File: config.mk
export PLATFORM = sky130hd
export DESIGN_NAME = rcsm_top
export DESIGN_NICKNAME = d
export VERILOG_FILES = /design/src/pkg/rcsm_pkg.sv /design/src/hw/rcsm_top.sv /design/src/hw/rcsm_sync.sv /design/src/hw/rcsm_hold_timer.sv
export SDC_FILE = /design/constraint.sdc
export NUM_CORES = 1
export LEC_CHECK = 0
export BUFFER_PORTS_ARGS = -buffer_cell sky130_fd_sc_hd__buf_2
export CELL_PAD_IN_SITES_DETAIL_PLACEMENT = 1
export CELL_PAD_IN_SITES_GLOBAL_PLACEMENT = 1
export CORE_MARGIN = 2
export CORE_UTILIZATION = 41
export CTS_CLUSTER_DIAMETER = 60
export DETAILED_ROUTE_END_ITERATION = 6
export GPL_ROUTABILITY_DRIVEN = 0
export MAX_ROUTING_LAYER = met4
export PLACE_DENSITY_LB_ADDON = 0.1
export SYNTH_ARGS = -nofsm -noshare
export SYNTH_HDL_FRONTEND = slang
export SYNTH_HIERARCHICAL = 1
export SYNTH_SLANG_ARGS = --single-unit
File: constraint.sdc
create_clock -name i_mclk -period 2.9 [get_ports i_mclk]
set_input_delay 0.145 -clock i_mclk [delete_from_list [all_inputs] [get_ports i_mclk]]
set_output_delay 0.145 -clock i_mclk [all_outputs]
set_load 0.005 [all_outputs]
File: src/pkg/rcsm_pkg.sv
// Constants and carrier types for the reset cause / supply monitor block.
// Assumes an 8-bit special function register bus clocked by i_mclk.
package rcsm_pkg;

  // ************************************************
  // Register offsets on the SFR bus
  // ************************************************
  localparam logic [7:0] RCSM_CAUSE_ADDR = 8'hEF;
  localparam logic [7:0] RCSM_SMC_ADDR = 8'hFF;

  // ************************************************
  // Field positions
  // ************************************************
  localparam int RCSM_CMP_BIT = 5;
  localparam int RCSM_SW_BIT = 4;
  localparam int RCSM_MCD_BIT = 2;
  localparam int RCSM_POR_BIT = 1;
  localparam int RCSM_SMON_BIT = 7;
  localparam int RCSM_SLVL_BIT = 6;

  // ************************************************
  // Values after power-on
  // ************************************************
  localparam logic RCSM_SMON_RST = 1'b1;
  localparam logic RCSM_SSEL_RST = 1'b1;
  localparam logic RCSM_CMPEN_RST = 1'b0;
  localparam logic RCSM_MCDEN_RST = 1'b0;
  localparam logic [7:0] RCSM_RDATA_RST = 8'h00;

  // ************************************************
  // Timing
  // ************************************************
  localparam int RCSM_CLK_NS = 10;
  // Least time the core is held in reset after the last request drops
  localparam int RCSM_HOLD_NS = 160;
  localparam int RCSM_HOLD_CYC = (RCSM_HOLD_NS + RCSM_CLK_NS - 1) / RCSM_CLK_NS;
  localparam int RCSM_CNT_W = 8;

  // ************************************************
  // Carrier types
  // ************************************************
  typedef struct packed {
    logic flash;
    logic cmp;
    logic sw;
    logic wdt;
    logic clock_loss_detector;
    logic por;
    logic pin;
  } rcsm_cause_type;

  localparam rcsm_cause_type RCSM_CAUSE_NONE = 7'h00;
  localparam rcsm_cause_type RCSM_CAUSE_POR = 7'h02;

  typedef struct packed {
    logic wr;
    logic rd;
    logic [7:0] addr;
    logic [7:0] wdata;
  } rcsm_sfr_req_type;

  typedef enum logic {ST_RUN, ST_HOLD} rcsm_state_type;

endpackage

File: src/hw/rcsm_top.sv
// Reset cause capture, reset source enables and supply monitor control.
// Assumes requesters on i_mclk except pin, comparator and supply level.
//
// Function
// - Cause bit 6 reads 1 after a flash access fault reset.
// - Cause bit 5 reads 1 after a comparator reset.
// - Writing 1 to cause bit 5 enables the active-low comparator reset.
// - Writing 1 to cause bit 4 forces a system reset at once.
// - Cause bit 4 reads 1 after a software forced reset.
// - Cause bit 3 reads 1 after a watchdog overflow reset.
// - Cause bit 2 reads 1 after a clock loss reset.
// - Writing 1 to cause bit 2 enables clock loss detector resets.
// - Cause bit 1 reads 1 after power-on or supply monitor reset.
// - Writing 1 to cause bit 1 selects supply monitor as reset source.
// - Cause bit 0 reads 1 after an external pin reset.
// - Reads return cause flags; writes go to enables and force logic.
// - With power-on flag set, other flags are meaningless.
// - Monitor must be enabled and settled before being selected.
// - Monitor control bit 7 turns the supply monitor off or on.
// - Enabled monitor resets only when also selected as a source.
// - Monitor bit 6 shows live supply level, 1 above threshold.
// - Non power resets clear the power-on flag.
// - Monitor enable and selection survive every device reset except power-on.
`timescale 1ns/1ps
module rcsm_top
  import rcsm_pkg::*;
(
  // Clock, reset and enable
  input wire logic i_mclk,
  input wire logic i_sys_rst,
  input wire logic i_ce,
  // SFR bus
  input wire rcsm_sfr_req_type i_sfr_req,
  output logic [7:0] o_sfr_rdata,
  // Reset requesters on i_mclk
  input wire logic i_flash_fault,
  input wire logic i_wdt_ovf,
  input wire logic i_clk_loss,
  // Asynchronous inputs
  input wire logic i_rst_pin_n,
  input wire logic i_cmp_out,
  input wire logic i_supply_ok,
  // Control outputs
  output logic o_sys_reset,
  output logic o_supply_monitor_on,
  output logic o_clk_loss_detector_en,
  output logic o_cmp_reset_en
);

  // ************************************************
  // Decode
  // ************************************************
  function automatic logic addr_hit(input logic [7:0] a, input logic [7:0] t);
    addr_hit = (a == t);
  endfunction

  rcsm_state_type state_r;
  rcsm_cause_type capture_r;
  rcsm_cause_type flags_r;
  logic cmp_en_r;
  logic mcd_en_r;
  logic supply_on_r;
  logic supply_sel_r;
  logic pin_n_s;
  logic cmp_s;
  logic supply_ok_s;
  logic hold_done;

  wire in_run = (state_r == ST_RUN);
  // Core is held in reset, so bus writes during a hold are dropped; reads are still answered
  wire wr_cause = i_sfr_req.wr && in_run && addr_hit(i_sfr_req.addr, RCSM_CAUSE_ADDR);
  wire wr_smc = i_sfr_req.wr && in_run && addr_hit(i_sfr_req.addr, RCSM_SMC_ADDR);
  wire rd_cause = i_sfr_req.rd && addr_hit(i_sfr_req.addr, RCSM_CAUSE_ADDR);
  wire rd_smc = i_sfr_req.rd && addr_hit(i_sfr_req.addr, RCSM_SMC_ADDR);

  // ************************************************
  // Synchronisers and hold timer
  // ************************************************
  rcsm_sync #(
    .W(3),
    .RST_VAL(3'h7)
  ) u_sync (
    .i_mclk(i_mclk),
    .i_sys_rst(i_sys_rst),
    .i_ce(i_ce),
    .i_async({i_rst_pin_n, i_cmp_out, i_supply_ok}),
    .o_sync({pin_n_s, cmp_s, supply_ok_s})
  );

  // ************************************************
  // Reset requests
  // ************************************************
  rcsm_cause_type req;
  assign req.flash = i_flash_fault;
  assign req.cmp = cmp_en_r && !cmp_s;
  assign req.sw = wr_cause && i_sfr_req.wdata[RCSM_SW_BIT];
  assign req.wdt = i_wdt_ovf;
  assign req.clock_loss_detector = mcd_en_r && i_clk_loss;
  // Monitor needs both its own enable and source selection
  assign req.por = supply_on_r && supply_sel_r && !supply_ok_s;
  assign req.pin = !pin_n_s;
  wire any_req = |req;

  rcsm_hold_timer u_hold (
    .i_mclk(i_mclk),
    .i_sys_rst(i_sys_rst),
    .i_ce(i_ce),
    .i_load(any_req),
    .o_done(hold_done)
  );

  wire release_now = !in_run && !any_req && hold_done;

  // A power event makes the other causes meaningless, so they read zero
  wire rcsm_cause_type flags_nxt = capture_r.por ? RCSM_CAUSE_POR : capture_r;

  wire [7:0] rdata_nxt = rd_cause ? {1'b0, flags_r} :
                         rd_smc ? {supply_on_r, supply_ok_s, 6'h00} :
                         8'h00;

  // ************************************************
  // Sequencer
  // ************************************************
  always_ff @(posedge i_mclk) begin
    if (i_sys_rst) begin
      state_r <= ST_HOLD;
      capture_r <= RCSM_CAUSE_POR;
      o_sys_reset <= 1'b1;
    end else if (i_ce) begin
      if (in_run) begin
        if (any_req) begin
          state_r <= ST_HOLD;
          capture_r <= req;
          o_sys_reset <= 1'b1;
        end
      end else if (release_now) begin
        state_r <= ST_RUN;
        o_sys_reset <= 1'b0;
      end else begin
        // Sources that keep asserting during the hold also count
        capture_r <= capture_r | req;
      end
    end
  end

  // ************************************************
  // Cause flags
  // ************************************************
  always_ff @(posedge i_mclk) begin
    if (i_sys_rst) begin
      flags_r <= RCSM_CAUSE_NONE;
    end else if (i_ce && release_now) begin
      flags_r <= flags_nxt;
    end
  end

  // ************************************************
  // Source enables
  // ************************************************
  // Comparator and clock loss enables drop on every device reset
  always_ff @(posedge i_mclk) begin
    if (i_sys_rst) begin
      cmp_en_r <= RCSM_CMPEN_RST;
      mcd_en_r <= RCSM_MCDEN_RST;
    end else if (i_ce) begin
      if (in_run && any_req) begin
        cmp_en_r <= RCSM_CMPEN_RST;
        mcd_en_r <= RCSM_MCDEN_RST;
      end else if (wr_cause) begin
        cmp_en_r <= i_sfr_req.wdata[RCSM_CMP_BIT];
        mcd_en_r <= i_sfr_req.wdata[RCSM_MCD_BIT];
      end
    end
  end

  // Supply monitor state is only touched by power-on and software
  always_ff @(posedge i_mclk) begin
    if (i_sys_rst) begin
      supply_on_r <= RCSM_SMON_RST;
      supply_sel_r <= RCSM_SSEL_RST;
    end else if (i_ce) begin
      if (wr_cause) begin
        // Selecting an unsettled monitor may reset at once; software waits
        supply_sel_r <= i_sfr_req.wdata[RCSM_POR_BIT];
      end
      if (wr_smc) begin
        supply_on_r <= i_sfr_req.wdata[RCSM_SMON_BIT];
      end
    end
  end

  // ************************************************
  // Outputs
  // ************************************************
  always_ff @(posedge i_mclk) begin
    if (i_sys_rst) begin
      o_sfr_rdata <= RCSM_RDATA_RST;
      o_supply_monitor_on <= RCSM_SMON_RST;
      o_clk_loss_detector_en <= RCSM_MCDEN_RST;
      o_cmp_reset_en <= RCSM_CMPEN_RST;
    end else if (i_ce) begin
      o_sfr_rdata <= rdata_nxt;
      o_supply_monitor_on <= supply_on_r;
      o_clk_loss_detector_en <= mcd_en_r;
      o_cmp_reset_en <= cmp_en_r;
    end
  end

  // ************************************************
  // Assertion helpers
  // ************************************************
  // Software force seen, kept until the hold that it started ends
  logic sw_pend_r;
  // Quiet cycles in the hold, counted apart from the hold timer
  logic [RCSM_CNT_W-1:0] quiet_cnt_r;

  always_ff @(posedge i_mclk) begin
    if (i_sys_rst) begin
      sw_pend_r <= 1'b0;
    end else if (i_ce) begin
      if (release_now) begin
        sw_pend_r <= 1'b0;
      end else if (in_run && wr_cause && i_sfr_req.wdata[RCSM_SW_BIT]) begin
        sw_pend_r <= 1'b1;
      end
    end
  end

  always_ff @(posedge i_mclk) begin
    if (i_sys_rst) begin
      quiet_cnt_r <= '0;
    end else if (i_ce) begin
      if (in_run || any_req) begin
        quiet_cnt_r <= '0;
      end else if (quiet_cnt_r != '1) begin
        quiet_cnt_r <= quiet_cnt_r + 1'b1;
      end
    end
  end
endmodule

File: src/hw/rcsm_sync.sv
// Two-flop synchroniser for asynchronous level inputs.
// Assumes the inputs are slow levels; a pulse shorter than one cycle may be missed.
`timescale 1ns/1ps
module rcsm_sync #(
  parameter int W = 1,
  parameter logic [W-1:0] RST_VAL = '0
) (
  // Clock and control
  input wire logic i_mclk,
  input wire logic i_sys_rst,
  input wire logic i_ce,
  // Data
  input wire logic [W-1:0] i_async,
  output logic [W-1:0] o_sync
);

  logic [W-1:0] meta_r;

  always_ff @(posedge i_mclk) begin
    if (i_sys_rst) begin
      meta_r <= RST_VAL;
      o_sync <= RST_VAL;
    end else if (i_ce) begin
      meta_r <= i_async;
      o_sync <= meta_r;
    end
  end

endmodule

File: src/hw/rcsm_hold_timer.sv
// Down-counter that stretches the device reset to a minimum length.
// Reloads every cycle that i_load is high; o_done once it reaches zero.
`timescale 1ns/1ps
module rcsm_hold_timer
  import rcsm_pkg::*;
(
  // Clock and control
  input wire logic i_mclk,
  input wire logic i_sys_rst,
  input wire logic i_ce,
  // Timer
  input wire logic i_load,
  output logic o_done
);

  localparam logic [RCSM_CNT_W-1:0] LOAD_VAL = RCSM_CNT_W'(RCSM_HOLD_CYC);

  logic [RCSM_CNT_W-1:0] cnt_r;

  assign o_done = (cnt_r == '0);

  always_ff @(posedge i_mclk) begin
    if (i_sys_rst) begin
      cnt_r <= LOAD_VAL;
    end else if (i_ce) begin
      if (i_load) begin
        cnt_r <= LOAD_VAL;
      end else if (!o_done) begin
        cnt_r <= cnt_r - 1'b1;
      end
    end
  end

endmodule

==> impl_results.md <==
* Outcome: completed
* Synth async-reset ratio at 0
* FILL cells at 535
* Fraction of layout cells with a size suffix above 1 at 0.257
* Type of the worst setup path: register to register
* Placed inst area at about 0.0022 mm²
* ANT nets after route at 0
* Setup-failing EPs final at 0
* Syn-to-layout area delta at 18.7%
* Final Skew at 13.7 ps
* Fin area at 0.00230 mm²
* Rows at 24
* Critical Path End Type: register
* Slew @ Worst Pin at around 900 ps
* Clk slew on worst S/H paths at roughly 80 ps
* Met2 Usage GRT at 0.337
* Worst VDD drop at roughly 270 µV
* Fin cells at 289
* Synth Register Bits at 45
* Vias per inst at slightly below 6
* Sequential area share after synthesis at 0.465
* Pwr per Cell Area at approximately 580 mW/mm²
* Die Span Y at around 73 µm
* Final Hold Fails at 0
* Sequential share of power at 0.487
* Synth top area share at 0.465
* Ant diodes at 0
* Die width at about 73 µm
* Critical R2R Capture: u_hold/cnt_r[5]
* Vias in the first global route at about 1600
* RSZ-0062 raised after global routing: false
* Top Usage Layer GRT: met2
* GRT overflow at 0
* Synthesized area per cell at between 9 and 10 µm²
* Fin crit share at 0.871
* Full die area at between 0.005 and 0.006 mm²
* R2R cell count at 6
* GRT met1 Usage at 0.202
* Port bufs at 35
* Synth Warn # at 6
* Fin crit period at 2520 ps
* Max frequency at 396 MHz
* DP Cell Count at approximately 280
* DRT Wirelength at roughly 4.6 mm
* Crit path from: u_sync/o_sync[2]
* Combinational power share at 0.098
* Detailed-route DRC error count at 0
* Post_cts resized at 0
* Ys flop type: dfxtp_1
* Met3 Use GR at 0.0318
* Post-synth EDFFs at 0
* Worst slack, placed at 376 ps
* Sink Count at between 40 and 50
* CTS Root Cell: clkbuf_8
* Mapped cell area at 0.00194 mm²
* # nets final at between 200 and 300
* CTS tree: yes
* Required time of the critical path at between 3000 and 4000 ps
* Hold Buf Count CTS at 0
* First-pass GRT wire length at 7.50 mm
* Postcts setup bufs at 0
* Worst Path Arrival at approximately 2700 ps
* Synth Instances at just under 200
* Overall routing resource usage at 0.185
* Setup_tns at 0 ps
* Initial antenna violation count at 0
* PnR worst setup slack at about 380 ps
* Worst skew pair latency at roughly 300 ps
* Routed wire per std cell at roughly 16 µm
* Syn Nets at approximately 230
* Worst setup endpoint: u_hold/cnt_r[5]
* Crit start category: register
* Top cells by area, synth: dfxtp_1 47%, nor2_1 3.7%, a211o_1 3.6%
* Final core occ at 0.517
* Vias at around 1700
* Core ar. at about 0.0044 mm²
* Largest net degree at the start of global routing at 37
* Power Internal at slightly above 1000 µW
* Reg2reg setup slack at 380 ps
* P_leak at between 0.0009 and 0.001 µW
* Initial core utilization at 0.436
* Area leader, netlist: dfxtp_1
* I/O Pins at 39
* Clock share of power at 0.415
* Synth unique cells at 51
* Router iterations before antenna repair at 4
* 1st-iter DRT viols at 26
* MaxCap Viol Count at 0
* Max Root-Sink Buffers at 2
* CTS buffer count at 5
* Worst-path maximum fanout at 8
* Max Slew Vio Count at 0
* Reg-to-reg startpoint: u_sync/o_sync[2]
* Slew HR at 0.395
* Post-DP HPWL at around 3.3 mm
* Switching share of power at 0.223
* Hold Crit Class: input pin to register
* Sw power at a little under 300 µW
* H-tree lvl count at 2
## flip-flops by register name, indices dropped and copies added (netlist names)
signal                  flops
mcd_en_r                    1
supply_on_r                 1
u_hold/cnt_r                8
o_cmp_reset_en              1
o_clk_loss_detector_en      1
flags_r                     7
cmp_en_r                    1
o_sys_reset                 1
u_sync/o_sync               3
state_r                     1
supply_sel_r                1
capture_r                   7
o_sfr_rdata                 8
o_supply_monitor_on         1
u_sync/meta_r               3
## critical path, cell delays in order, from the launching register on
cell and delay (ps):
dfxtp_1 350, or3b_4 400, nor4_4 490, nand2b_1 150, nor4b_1 510, a21oi_1 250, a31o_2 270
## routing by layer
metal  wire (µm)  up-vias
li1            -      821
met1        1950      796
met2        2380       40
met3         168        9
met4          72        0
met5           0        -
## cells in the final DEF (no fill, tap or decap), types with 3 or more instances in the layout
master     n
nand2_1    7
nand4b_1   6
clkbuf_8   5
mux2i_1    3
nor4_1     4
a22oi_1    7
o21ai_1    7
nor2b_1    7
nand3_1    3
a21oi_1   12
a211oi_1   3
nor2_1    19
buf_2     35
nand2b_1   5
a22o_1     6
nor2b_2    4
dfxtp_1   45
buf_4      3
a211o_1    8
xnor2_1    4
inv_1      5
## cells by family (layout without fill, tap and decap cells)
group / Yosys count / count (layout) / synth area share
buffers and inverters: 13 / 52 / 0.0297
xor gates and xnor gates: 4 / 4 / 0.0181
and+or+nand+nor: 74 / 74 / 0.240
muxes: 4 / 4 / 0.0213
DFF: 45 / 45 / 0.465
AOI/OAI and AO/OA: 57 / 57 / 0.219
adders and majority gates: 1 / 1 / 0.00646
## final cells by class
cell class | instances | area, µm² | share of cell area
clock inverters | 3 | 65.1 | 0.0283
flip-flops and latches | 45 | 901 | 0.392
repair buffers | 38 | 198 | 0.0861
well taps | 52 | 65.1 | 0.0283
multi-input cells | 140 | 977 | 0.425
clock buffers | 5 | 68.8 | 0.0300
inverters | 6 | 22.5 | 0.00980
## synthesized netlist by cell type, types with 5 or more instances
library cell,number
dfxtp_1,45
nor2_1,19
a21oi_1,12
a211o_1,8
a22oi_1,7
nand2_1,7
nor2b_1,7
o21ai_1,7
a22o_1,6
nand4b_1,6
inv_1,5
nand2b_1,5
## stage by stage
stage	total power, µW	hold slack (ps)
2_1_floorplan	746	244
3_3_place_gp	784	349
3_5_place_dp	792	358
4_1_cts	1340	52.7
5_1_grt	1380	59.1
6_report	1330	55.5
## worst min-delay path by stage
stage            startpoint                to  slack (ps)  cells after the start
2_1_floorplan     i_sys_rst  u_sync/meta_r[0]         240                      1
3_3_place_gp   i_sfr_req[1]      supply_sel_r         350                      2
3_5_place_dp      i_cmp_out  u_sync/meta_r[1]         360                      2
4_1_cts           i_cmp_out  u_sync/meta_r[1]          50                      2
5_1_grt         i_supply_ok  u_sync/meta_r[0]          60                      2
6_report       i_sfr_req[1]      supply_sel_r          60                      2
## power by group through the flow
stage	Combinational (µW)	Clock, µW	Sequential (µW)
final	131	552	647
after global routing	145	586	650
after CTS	132	561	647
after detailed placement	131	0	662
after global placement	124	0	661
after floorplan	88.5	0	657
(Power assumes the default switching activity.)
